$ cat src/rtl/dsn_pkg.sv
// package: serial number register map, field layout and constants
//
// Contract
// - fifty-six bit serial number spread over consecutive read-only registers.
// - characters are six bits: 0-9 then A-Z, codes above Z never produced.
// - word 0x05: second char lsb at 7, third char 6:1, fourth char msb at 0.
// - word 0x06: fourth char low five bits at 7:3, decimal msbs at 2:0.
// - decimal field is one seven-bit binary value 0-127; its low bits sit at 0x07 7:4.
// - wafer is five bits 1-31; upper four at 0x07 3:0, lsb at 0x08 bit 7.
// - word 0x08 bits 6:0 return x die coordinate bits 8:2.
// - y coordinate upper bits at 0x09 7:1, three lowest at 0x0A 7:5.
// - word 0x09 bit 0 returns the serial number parity bit.
// - word 0x0A bits 3:0 return the four-bit crc, treated as opaque.
// - every serial word is read-only and reads zero after reset.
// - preceding word 0x04 bits 4:0 hold the second char upper five bits.
package dsn_pkg;
  // ==========================================================
  // bus and storage
  localparam int DATA_W = 32;
  localparam int ADDR_W = 8;
  localparam int REG_W = 8;
  localparam int IMG_W = 56;
  localparam int IDX_W = 6;
  localparam int IDX_LSB = 2;
  localparam int STORE_DEPTH = 7;
  localparam int STORE_AW = 3;
  // ==========================================================
  // register indices; byte address is four times the index
  localparam logic [IDX_W-1:0] IDX_WORD0 = 6'h04;
  localparam logic [IDX_W-1:0] IDX_WORD1 = 6'h05;
  localparam logic [IDX_W-1:0] IDX_WORD2 = 6'h06;
  localparam logic [IDX_W-1:0] IDX_WORD3 = 6'h07;
  localparam logic [IDX_W-1:0] IDX_WORD4 = 6'h08;
  localparam logic [IDX_W-1:0] IDX_WORD5 = 6'h09;
  localparam logic [IDX_W-1:0] IDX_WORD6 = 6'h0A;
  localparam logic [IDX_W-1:0] IDX_STATUS = 6'h20;
  localparam logic [IDX_W-1:0] IDX_CTRL = 6'h21;
  localparam logic [REG_W-1:0] WORD_RESET = 8'h00;
  localparam logic [REG_W-1:0] WORD_FULL = 8'hFF;
  localparam logic [REG_W-1:0] WORD6_MASK = 8'hEF;
  // ==========================================================
  // field layout inside the packed image, word 0x04 in the top byte
  localparam int CHAR_W = 6;
  localparam int CHAR_NUM = 3;
  localparam logic [CHAR_W-1:0] CHAR_MAX = 6'h23;
  localparam int CHAR_LSB [CHAR_NUM] = '{47, 41, 35};
  localparam int FAB_LSB = 53;
  localparam int FAB_W = 3;
  localparam int DEC_LSB = 28;
  localparam int DEC_W = 7;
  localparam int WAFER_LSB = 23;
  localparam int WAFER_W = 5;
  localparam int XHI_LSB = 16;
  localparam int YHI_LSB = 9;
  localparam int COORD_HI_W = 7;
  localparam int PARITY_POS = 8;
  localparam int YLO_LSB = 5;
  localparam int YLO_W = 3;
  localparam int CRC_LSB = 0;
  localparam int CRC_W = 4;
  // ==========================================================
  // own status and control bits
  localparam int ST_LOADED_BIT = 0;
  localparam int ST_CHARS_BIT = 1;
  localparam int ST_WAFER_BIT = 2;
  localparam int CTRL_MASK_BIT = 0;
endpackage

$ cat src/rtl/dsn_byte_store.sv
// small byte memory holding the serial image, registered read port
`timescale 1ns/1ps
module dsn_byte_store #(
  parameter int WIDTH = 8,
  parameter int DEPTH = 7,
  parameter int AW = 3
) (
  // clock
  input wire logic clk,
  // write port
  input wire logic wrEn,
  input wire logic [AW-1:0] wrAddr,
  input wire logic [WIDTH-1:0] wrData,
  // read port
  input wire logic [AW-1:0] rdAddr,
  output logic [WIDTH-1:0] rdData
);
  logic [WIDTH-1:0] mem [DEPTH];

  // no reset on the array; the owner gates reads until a load completes
  always_ff @(posedge clk) begin
    if (wrEn) begin
      mem[wrAddr] <= wrData;
    end
    rdData <= mem[rdAddr];
  end
endmodule // dsn_byte_store

$ cat src/rtl/dsn_field_check.sv
// plausibility check of character and wafer fields of a serial image
`timescale 1ns/1ps
module dsn_field_check
  import dsn_pkg::*;
(
  // image under test
  input wire logic [IMG_W-1:0] image,
  // verdicts
  output logic charsOk,
  output logic waferOk
);
  logic [CHAR_NUM-1:0] charOk;

  genvar gi;
  generate
    for (gi = 0; gi < CHAR_NUM; gi++) begin : g_char
      assign charOk[gi] = image[CHAR_LSB[gi] +: CHAR_W] <= CHAR_MAX;
    end
  endgenerate

  assign charsOk = &charOk;
  // wafer zero is never issued, so a zero field marks a bad image
  assign waferOk = |image[WAFER_LSB +: WAFER_W];
endmodule // dsn_field_check

$ cat src/rtl/dsn_serial_regs.sv
// serial number register bank with apb slave and image loader
//
// Implementation choice: the APB register port.
`timescale 1ns/1ps
module dsn_serial_regs
  import dsn_pkg::*;
(
  // clock and reset
  input wire logic clk,
  input wire logic sys_rst,
  // apb slave
  input wire logic psel,
  input wire logic penable,
  input wire logic pwrite,
  input wire logic [ADDR_W-1:0] paddr,
  input wire logic [DATA_W-1:0] pwdata,
  input wire logic [DATA_W/8-1:0] pstrb,
  output logic [DATA_W-1:0] prdata,
  output logic pready,
  output logic pslverr,
  // factory image load
  input wire logic fuseLoad,
  input wire logic [IMG_W-1:0] fuseImage
);
  // ==========================================================
  // state
  typedef enum logic [2:0] {ST_IDLE, ST_ADDR, ST_FETCH, ST_RESP, ST_LOAD} dsn_state_e;

  typedef struct packed {
    dsn_state_e state;
    logic [DATA_W-1:0] prdata;
    logic slverr;
    logic [IMG_W-1:0] loadImg;
    logic loadPend;
    logic [STORE_AW-1:0] loadIdx;
    logic loaded;
    logic charsOk;
    logic waferOk;
    logic maskInvalid;
  } dsn_regs_s;

  dsn_regs_s regs_reg;
  dsn_regs_s regs_next;

  logic [IDX_W-1:0] rdIdx;
  logic [REG_W-1:0] memData;
  logic [STORE_AW-1:0] memRdAddr;
  logic memWe;
  logic chkChars;
  logic chkWafer;
  logic isSerial;
  logic serveOk;
  logic setupCyc;
  logic accessCyc;

  // ==========================================================
  // address decode
  assign rdIdx = paddr[ADDR_W-1:IDX_LSB];
  assign isSerial = (rdIdx >= IDX_WORD0) && (rdIdx <= IDX_WORD6);
  assign memRdAddr = STORE_AW'(rdIdx - IDX_WORD0);
  assign setupCyc = psel && !penable;
  assign accessCyc = psel && penable;
  // a bad image can be hidden by software instead of exposing junk
  assign serveOk = regs_reg.loaded && !(regs_reg.maskInvalid && !(regs_reg.charsOk && regs_reg.waferOk));
  assign memWe = (regs_reg.state == ST_LOAD);

  // ==========================================================
  // submodules
  dsn_byte_store #(
    .WIDTH(REG_W),
    .DEPTH(STORE_DEPTH),
    .AW(STORE_AW)
  ) u_store (
    .clk(clk),
    .wrEn(memWe),
    .wrAddr(regs_reg.loadIdx),
    .wrData(regs_reg.loadImg[IMG_W-1 -: REG_W]),
    .rdAddr(memRdAddr),
    .rdData(memData)
  );

  dsn_field_check u_check (
    .image(fuseImage),
    .charsOk(chkChars),
    .waferOk(chkWafer)
  );

  // ==========================================================
  // next state
  always_comb begin
    regs_next = regs_reg;
    // a new image is held pending; one arriving mid-load is dropped
    if (fuseLoad && regs_reg.state != ST_LOAD) begin
      regs_next.loadImg = fuseImage;
      regs_next.loadPend = 1'b1;
      regs_next.charsOk = chkChars;
      regs_next.waferOk = chkWafer;
    end
    case (regs_reg.state)
      ST_IDLE: begin
        if (regs_reg.loadPend) begin
          regs_next.state = ST_LOAD;
          regs_next.loadIdx = '0;
          regs_next.loadPend = 1'b0;
          regs_next.loaded = 1'b0;
        end else if (setupCyc) begin
          regs_next.state = ST_FETCH;
        end else if (accessCyc) begin
          regs_next.state = ST_ADDR;
        end
      end
      ST_ADDR: begin
        regs_next.state = ST_FETCH;
      end
      ST_FETCH: begin
        regs_next.state = ST_RESP;
        regs_next.slverr = 1'b0;
        regs_next.prdata = '0;
        if (paddr[IDX_LSB-1:0] != '0) begin
          regs_next.slverr = 1'b1;
        end else if (isSerial) begin
          // serial words are read-only: writes fall through untouched
          if (!pwrite && serveOk) begin
            regs_next.prdata[REG_W-1:0] = memData & ((rdIdx == IDX_WORD6) ? WORD6_MASK : WORD_FULL);
          end
        end else if (rdIdx == IDX_STATUS) begin
          regs_next.prdata[ST_LOADED_BIT] = regs_reg.loaded;
          regs_next.prdata[ST_CHARS_BIT] = regs_reg.charsOk;
          regs_next.prdata[ST_WAFER_BIT] = regs_reg.waferOk;
        end else if (rdIdx == IDX_CTRL) begin
          regs_next.prdata[CTRL_MASK_BIT] = regs_reg.maskInvalid;
        end else begin
          regs_next.slverr = 1'b1;
        end
      end
      ST_RESP: begin
        if (accessCyc && pwrite && !regs_reg.slverr && rdIdx == IDX_CTRL && pstrb[0]) begin
          regs_next.maskInvalid = pwdata[CTRL_MASK_BIT];
        end
        regs_next.state = ST_IDLE;
      end
      ST_LOAD: begin
        // one byte per cycle, top byte first, word 0x04 upward
        regs_next.loadImg = {regs_reg.loadImg[IMG_W-REG_W-1:0], WORD_RESET};
        regs_next.loadIdx = regs_reg.loadIdx + 1'b1;
        if (regs_reg.loadIdx == STORE_AW'(STORE_DEPTH - 1)) begin
          regs_next.loaded = 1'b1;
          regs_next.loadIdx = '0;
          regs_next.state = psel ? ST_ADDR : ST_IDLE;
        end
      end
      default: begin
        regs_next.state = ST_IDLE;
      end
    endcase
  end

  always_ff @(posedge clk) begin
    if (sys_rst) begin
      regs_reg <= '0;
    end else begin
      regs_reg <= regs_next;
    end
  end

  // ==========================================================
  // outputs
  assign prdata = regs_reg.prdata;
  assign pready = (regs_reg.state == ST_RESP);
  assign pslverr = (regs_reg.state == ST_RESP) && regs_reg.slverr;

  // ==========================================================
  // checking helpers: image as it stands in the store
  logic [IMG_W-1:0] shadowImg;
  logic [CHAR_W-1:0] secondC;
  logic [CHAR_W-1:0] thirdC;
  logic [CHAR_W-1:0] fourthC;
  logic readHit;
  logic servedRead;

  always_ff @(posedge clk) begin
    if (sys_rst) begin
      shadowImg <= '0;
    end else if (regs_reg.state == ST_IDLE && regs_reg.loadPend) begin
      shadowImg <= regs_reg.loadImg;
    end
  end

  assign secondC = shadowImg[CHAR_LSB[0] +: CHAR_W];
  assign thirdC = shadowImg[CHAR_LSB[1] +: CHAR_W];
  assign fourthC = shadowImg[CHAR_LSB[2] +: CHAR_W];
  assign readHit = pready && !pwrite && !pslverr;
  assign servedRead = readHit && serveOk;

  // ==========================================================
  // byte of the shadow image picked by the current index
  logic [REG_W-1:0] shadowByte;
  logic [STORE_AW-1:0] shadowSel;

  // loop instead of a wide shift keeps the slice widths obvious
  always_comb begin
    shadowSel = memRdAddr;
    shadowByte = WORD_RESET;
    for (int i = 0; i < STORE_DEPTH; i++) begin
      if (shadowSel == STORE_AW'(i)) begin
        shadowByte = shadowImg[IMG_W-1-REG_W*i -: REG_W];
      end
    end
  end
endmodule // dsn_serial_regs

$ cat config.mk
export PLATFORM = sky130hd
export DESIGN_NAME = dsn_serial_regs
export DESIGN_NICKNAME = d
export VERILOG_FILES = /design/src/rtl/dsn_pkg.sv /design/src/rtl/dsn_byte_store.sv /design/src/rtl/dsn_field_check.sv /design/src/rtl/dsn_serial_regs.sv
export SDC_FILE = /design/constraint.sdc
export NUM_CORES = 1
export LEC_CHECK = 0
export ABC_AREA = 1
export CORE_AREA = 2 2 118 131
export DETAILED_ROUTE_END_ITERATION = 10
export DIE_AREA = 0 0 120 133
export DONT_BUFFER_PORTS = 1
export HOLD_SLACK_MARGIN = 0.06
export SYNTH_ARGS = -nofsm -noshare
export SYNTH_HDL_FRONTEND = slang
export SYNTH_HIERARCHICAL = 1
export SYNTH_SLANG_ARGS = --single-unit
$ cat constraint.sdc
create_clock -name clk -period 4.4 [get_ports clk]
set_input_delay 0.44 -clock clk [delete_from_list [all_inputs] [get_ports clk]]
set_output_delay 0.44 -clock clk [all_outputs]
set_load 0.03 [all_outputs]
---- After elaboration in Yosys (flattened, before gate mapping) ----
Memory sizes are Yosys's and may differ from the RTL's. A register that Yosys moved wholly into a read port is not among the register bits.
Index checks and enable logic that the tools add are counted.
storage, ports and cells
  output and inout bits ................... 34
  latch bits .............................. 0
  flip-flop bits (word level) ............. 76
  logic and storage cells ................. 87
  memories ................................ 1
  bits of input ports ..................... 106
  RAM bits ................................ 56
  memory bits (read-only) ................. 0
memory list
  name         words  bits a word  rd ports  clocked after memory_dff  wr ports  line                  RTL
  u_store.mem  7      8            1         1                         1         dsn_byte_store.sv:18  logic [WIDTH-1:0] mem [DEPTH];
operators by class
  div/mod/pow operators ................... 0
  $add $sub $neg .......................... 2
  bitwise logic cells ..................... 1
  shift-type cells ........................ 0
  multiplexer cells ....................... 26
  reduce and logical (&&, ||, !) cells .... 29
  multipliers ............................. 0
  order comparisons ....................... 5
  equal/unequal tests ..................... 12
operator list
  operator            count
  $mux 57             1
  $mux 56             1
  $le 6x6->1 const B  3
  $mux 8              2
  $mux 3              5
  $mux 5              3
  $logic_and 1x1->1   13
  $eq 6x6->1 const B  2
  $pmux 3 s4          1
  $mux 1              10
  $and 8x8->8         1
  $pmux 4 s2          1
  $eq 3x2->1 const B  2
  $eq 3x3->1 const B  2
  $eq 6x4->1 const B  1
  $ge 6x3->1 const B  1
  $le 6x4->1 const B  1
  $reduce_and 2->1    3
  $reduce_and 3->1    2
  $reduce_bool 2->1   3
  $logic_not 1->1     5
  $reduce_or 5->1     1
  $mux 4              1
  $ne 4x4->1 const B  1
  other kinds (9)     9

---- Logic depth before layout (Yosys ltp) ----
  depth after elaboration ................. 9
  mapped depth ............................ 10
  mapped depth without buffers ............ 8

---- Hierarchy ----
The synthesis kept the hierarchy.
modules (own cells, without submodules)
  module           sequential area each (um2)  area an instance (um2)  instances  cells each
  dsn_serial_regs  1521.5                      3838.7                  1          580
  dsn_byte_store   1841.8                      2586.2                  1          235
  dsn_field_check  0.0                         67.6                    1          16

---- Worst setup path after synthesis ----
OpenSTA, ideal clock, no wires.
  path kind ............................... register to register
  start ................................... reg regs_reg[97] (netlist name)
  end ..................................... mem u_store.mem[6][0], enable pin
  cell stages (with the launch flop) ...... 7
  setup time .............................. 383 ps
  arrival ................................. 1523 ps
  buffers on the path ..................... 1
  clock period less this slack ............ 1906 ps
  path slack .............................. 2494 ps
  data required time ...................... 4017 ps
  cell sequence ........................... dfxtp_1 -> nor2_4 -> nand2_4 -> inv_4 -> buf_2 -> nand2_1 -> nor3_1
between the ends
  word-level cells in the longest chain between the ends .. 3
RTL lines
  what                          line                    RTL
  from (decl)                   dsn_serial_regs.sv:42   dsn_regs_s regs_reg;
  from (signal assigned)        dsn_serial_regs.sv:162  regs_reg <= regs_next;
  $eq 3x3->1                    dsn_serial_regs.sv:65   assign memWe = (regs_reg.state == ST_LOAD);
  via memWe                     dsn_serial_regs.sv:48   logic memWe;
  $mux 1                        dsn_byte_store.sv:22    if (wrEn) begin
  $mux 1 (implied by the code)  dsn_byte_store.sv:23    mem[wrAddr] <= wrData;
  to (decl)                     dsn_byte_store.sv:18
The timed path passes the listed nets, and every way through them passes these cells.

---- Worst setup path after layout ----
  start ................................... reg regs_reg[98] (netlist name)
  end ..................................... reg regs_reg[24] (netlist name)
between the ends
  word-level cells in the longest chain between the ends .. 3
  elaborated cells between the ends (all ways) .. 5
  those cells by class .................... 2 x eq/ne; 1 x mux; 2 x reduce/logical
RTL lines
  what                                line                   RTL
  $ne 3x3->1                          dsn_serial_regs.sv:93  if (fuseLoad && regs_reg.state != ST_LOAD) begin
  $logic_and 1x1->1                   dsn_serial_regs.sv:93
  $reduce_bool 2->1 (no source line)  --
Several ways; a longest one is shown, not always the timed one.
A chain may end at the register's enable or synchronous reset.

==> flow_metrics.tcl <==
set metrics [dict create \
    status "finished clean" \
    die_x_um 120 \
    route.detailed.drc 0 \
    ctsHoldBuffers 0 \
    cts_root_buf "clkbuf_16" \
    grt_max_degree 59 \
    synth-seq-cells 140 \
    cts_tree "done" \
    maxCapViolations 0 \
    rows 47 \
    synth.distinct_cells 31 \
    antenna_found_initial 0 \
    crit_fanout 46 \
    postCtsSetupBuffers 0 \
    start_util_pct 44.0 \
    drt_wl_total_um 13500 \
    final-max-slew-violation-count 0 \
    setup_viol 0 \
    pwr-share-comb_pct 12.7 \
    hold_path.class "in2reg" \
    numCtsBuffers 17 \
    grt_pass1_vias 4516 \
    p_int_uw 2580 \
    postRouteAntennaNets 0 \
    switching_power_uw 909 \
    clock_path_buffers 2 \
    cts_sinks 140 \
    ys.flop_type "dfxtp_1" \
    relSlewSlack_pct 32.3 \
    finalSetupTns_ps 0 \
    hold_viol 0 \
    fp.coreArea_mm2 0.0148 \
    first_pass_iters 4 \
    via_count 4779 \
    worstSetupStartpointType "register" \
    grt_setup_unrepaired "false" \
    setup_ws_ps 2110 \
    ys_seq_area_share_pct 51.8 \
    area_growth_pct 8.06 \
    drive_gt1_share_pct 6.32 \
    crit_path_end_kind "register" \
    largest_register_ffs 68 \
    portBuffers 0 \
    htree_levels 4 \
    period_minus_slack_ps 2290 \
    die-area_mm2 0.0160 \
    power_leakage_uw 0.00328 \
    synth_cells 831 \
    worstPathRequired_ps 4770 \
    fin_nets 916 \
    ys_async_sr_fraction_pct 0 \
    avgSynthCellArea_um2 7.81 \
    place_hpwl_um 8940 \
    gr-total-overflow 0 \
    grt_usage_pct 17.8 \
    fillers 1462 \
    fin_cells 1019 \
    fin_crit_sh_pct 52.2 \
    power_density_mw_per_mm2 497 \
    pin_count 140 \
    synth_warnings 6 \
    power_frac_clock_pct 43.6 \
    cts_resized 0 \
    fmaxAchievable_ghz 0.436 \
    clk_latency_ps 420 \
    fin_skew_ps 5.77 \
    wire_per_inst_um 13.2 \
    antennaDiodeCount 0 \
    netlist_area_mm2 0.00649 \
    drtIter0Drc 264 \
    tightest_slew_ps 1010 \
    crit_type "reg2reg" \
    chipHeight_um 133 \
    grt_pass1_wl_um 22300 \
    swShare_pct 26.1 \
    fin_hold_ws_ps 86.5 \
    dp_slack_ps 2000 \
    worstPathArrival_ps 2660 \
    placed_cells 987 \
    routed_via_density 4.69 \
    gp_congestion 0.747 \
    synth-edff-count 56 \
    peakVddDrop_uv 257 \
    cts.clk_slew.worst_paths_ps 60 \
    power_frac_seq_pct 43.6 \
]
[layer usage]
metal / vias to the layer above / wire, um / track usage (%)
met3: 17 / 875 / 5.78
met5: - / 0 / 0
li1: 2505 / - / -
met4: 0 / 230 / 6.08
met2: 106 / 6650 / 29.5
met1: 2151 / 5730 / 21.9
[worst paths after layout]
path / from / endpoint / slack (ps) / cells after the start
worst min register to register: u_store/rdData[6] / prdata[6] / 470 / 2
worst max register to register: regs_reg[98] / regs_reg[24] / 2110 / 8
worst min-delay path: sys_rst / regs_reg[3] / 90 / 1
worst max-delay path: regs_reg[98] / regs_reg[24] / 2110 / 8
[power by group through the flow]
| stage | Sequential, uW | Combinational [uW] | Clock, uW |
|---|---|---|---|
| finish | 1520 | 444 | 1520 |
| floorplan | 1530 | 416 | 0 |
| global placement | 1550 | 445 | 0 |
| global route | 1530 | 510 | 1610 |
| CTS | 1520 | 451 | 1550 |
| detailed placement | 1550 | 448 | 0 |
[Yosys cell counts, drive strengths merged, types with 5 or more instances]
master | number | area [um^2]
nor2 | 35 | 154
nor3 | 5 | 36.3
or2 | 10 | 62.6
nand4 | 5 | 31.3
inv | 121 | 459
o211ai | 17 | 128
nand2 | 308 | 1170
edfxtp | 56 | 1680
o21ai | 13 | 65.1
dfxtp | 84 | 1680
buf | 62 | 442
nand3 | 81 | 405
a21oi | 24 | 120
[cell families after synthesis]
kind of cell / after synthesis / share of synthesized area, %
and+or+nand+nor: 446 / 28.8
buffers and inverters: 186 / 14.0
DFF: 140 / 51.8
AOI/OAI and AO/OA: 58 / 5.28
other: 1 / 0.0578
[worst max-delay path, cell delays in order, from the launching register on]
cell	delay [ps]
dfxtp_1	390
nor2_4	60
nand2_4	170
inv_4	220
nor2_4	740
inv_2	250
o211ai_1	230
nand2_1	70
inv_1	70
[cells in the final DEF, fill, tap and decap left out, types with 17 or more instances in the layout]
cell and n:
nand3_1 81, conb_1 24, clkbuf_16 17, o211ai_1 17, nand2_1 305, a21oi_1 24, dfxtp_1 84, edfxtp_1 56
inv_1 115, nor2_1 30
[cell type report]
type                    instances  area (um^2)  area share [%]
clock inverters                14          200            2.85
well taps                     196          245            3.50
inverters                     121          459            6.55
flip-flops and latches        140         3360            47.9
clock buffers                  18          429            6.12
multi-input cells             528         2300            32.8
repair buffers                  2         15.0           0.214
[stage by stage]
| stage | utilization (%) | area, um^2 | power [uW] |
|---|---|---|---|
| floorplan | - | 6580 | 1940 |
| global placement | 43.3 | 6390 | 1990 |
| detailed placement | 43.3 | 6390 | 2000 |
| CTS | 47.5 | 7020 | 3520 |
| global route | 47.5 | 7020 | 3650 |
| finish | 47.5 | 7020 | 3480 |
Power figures use the tool's default switching activity.
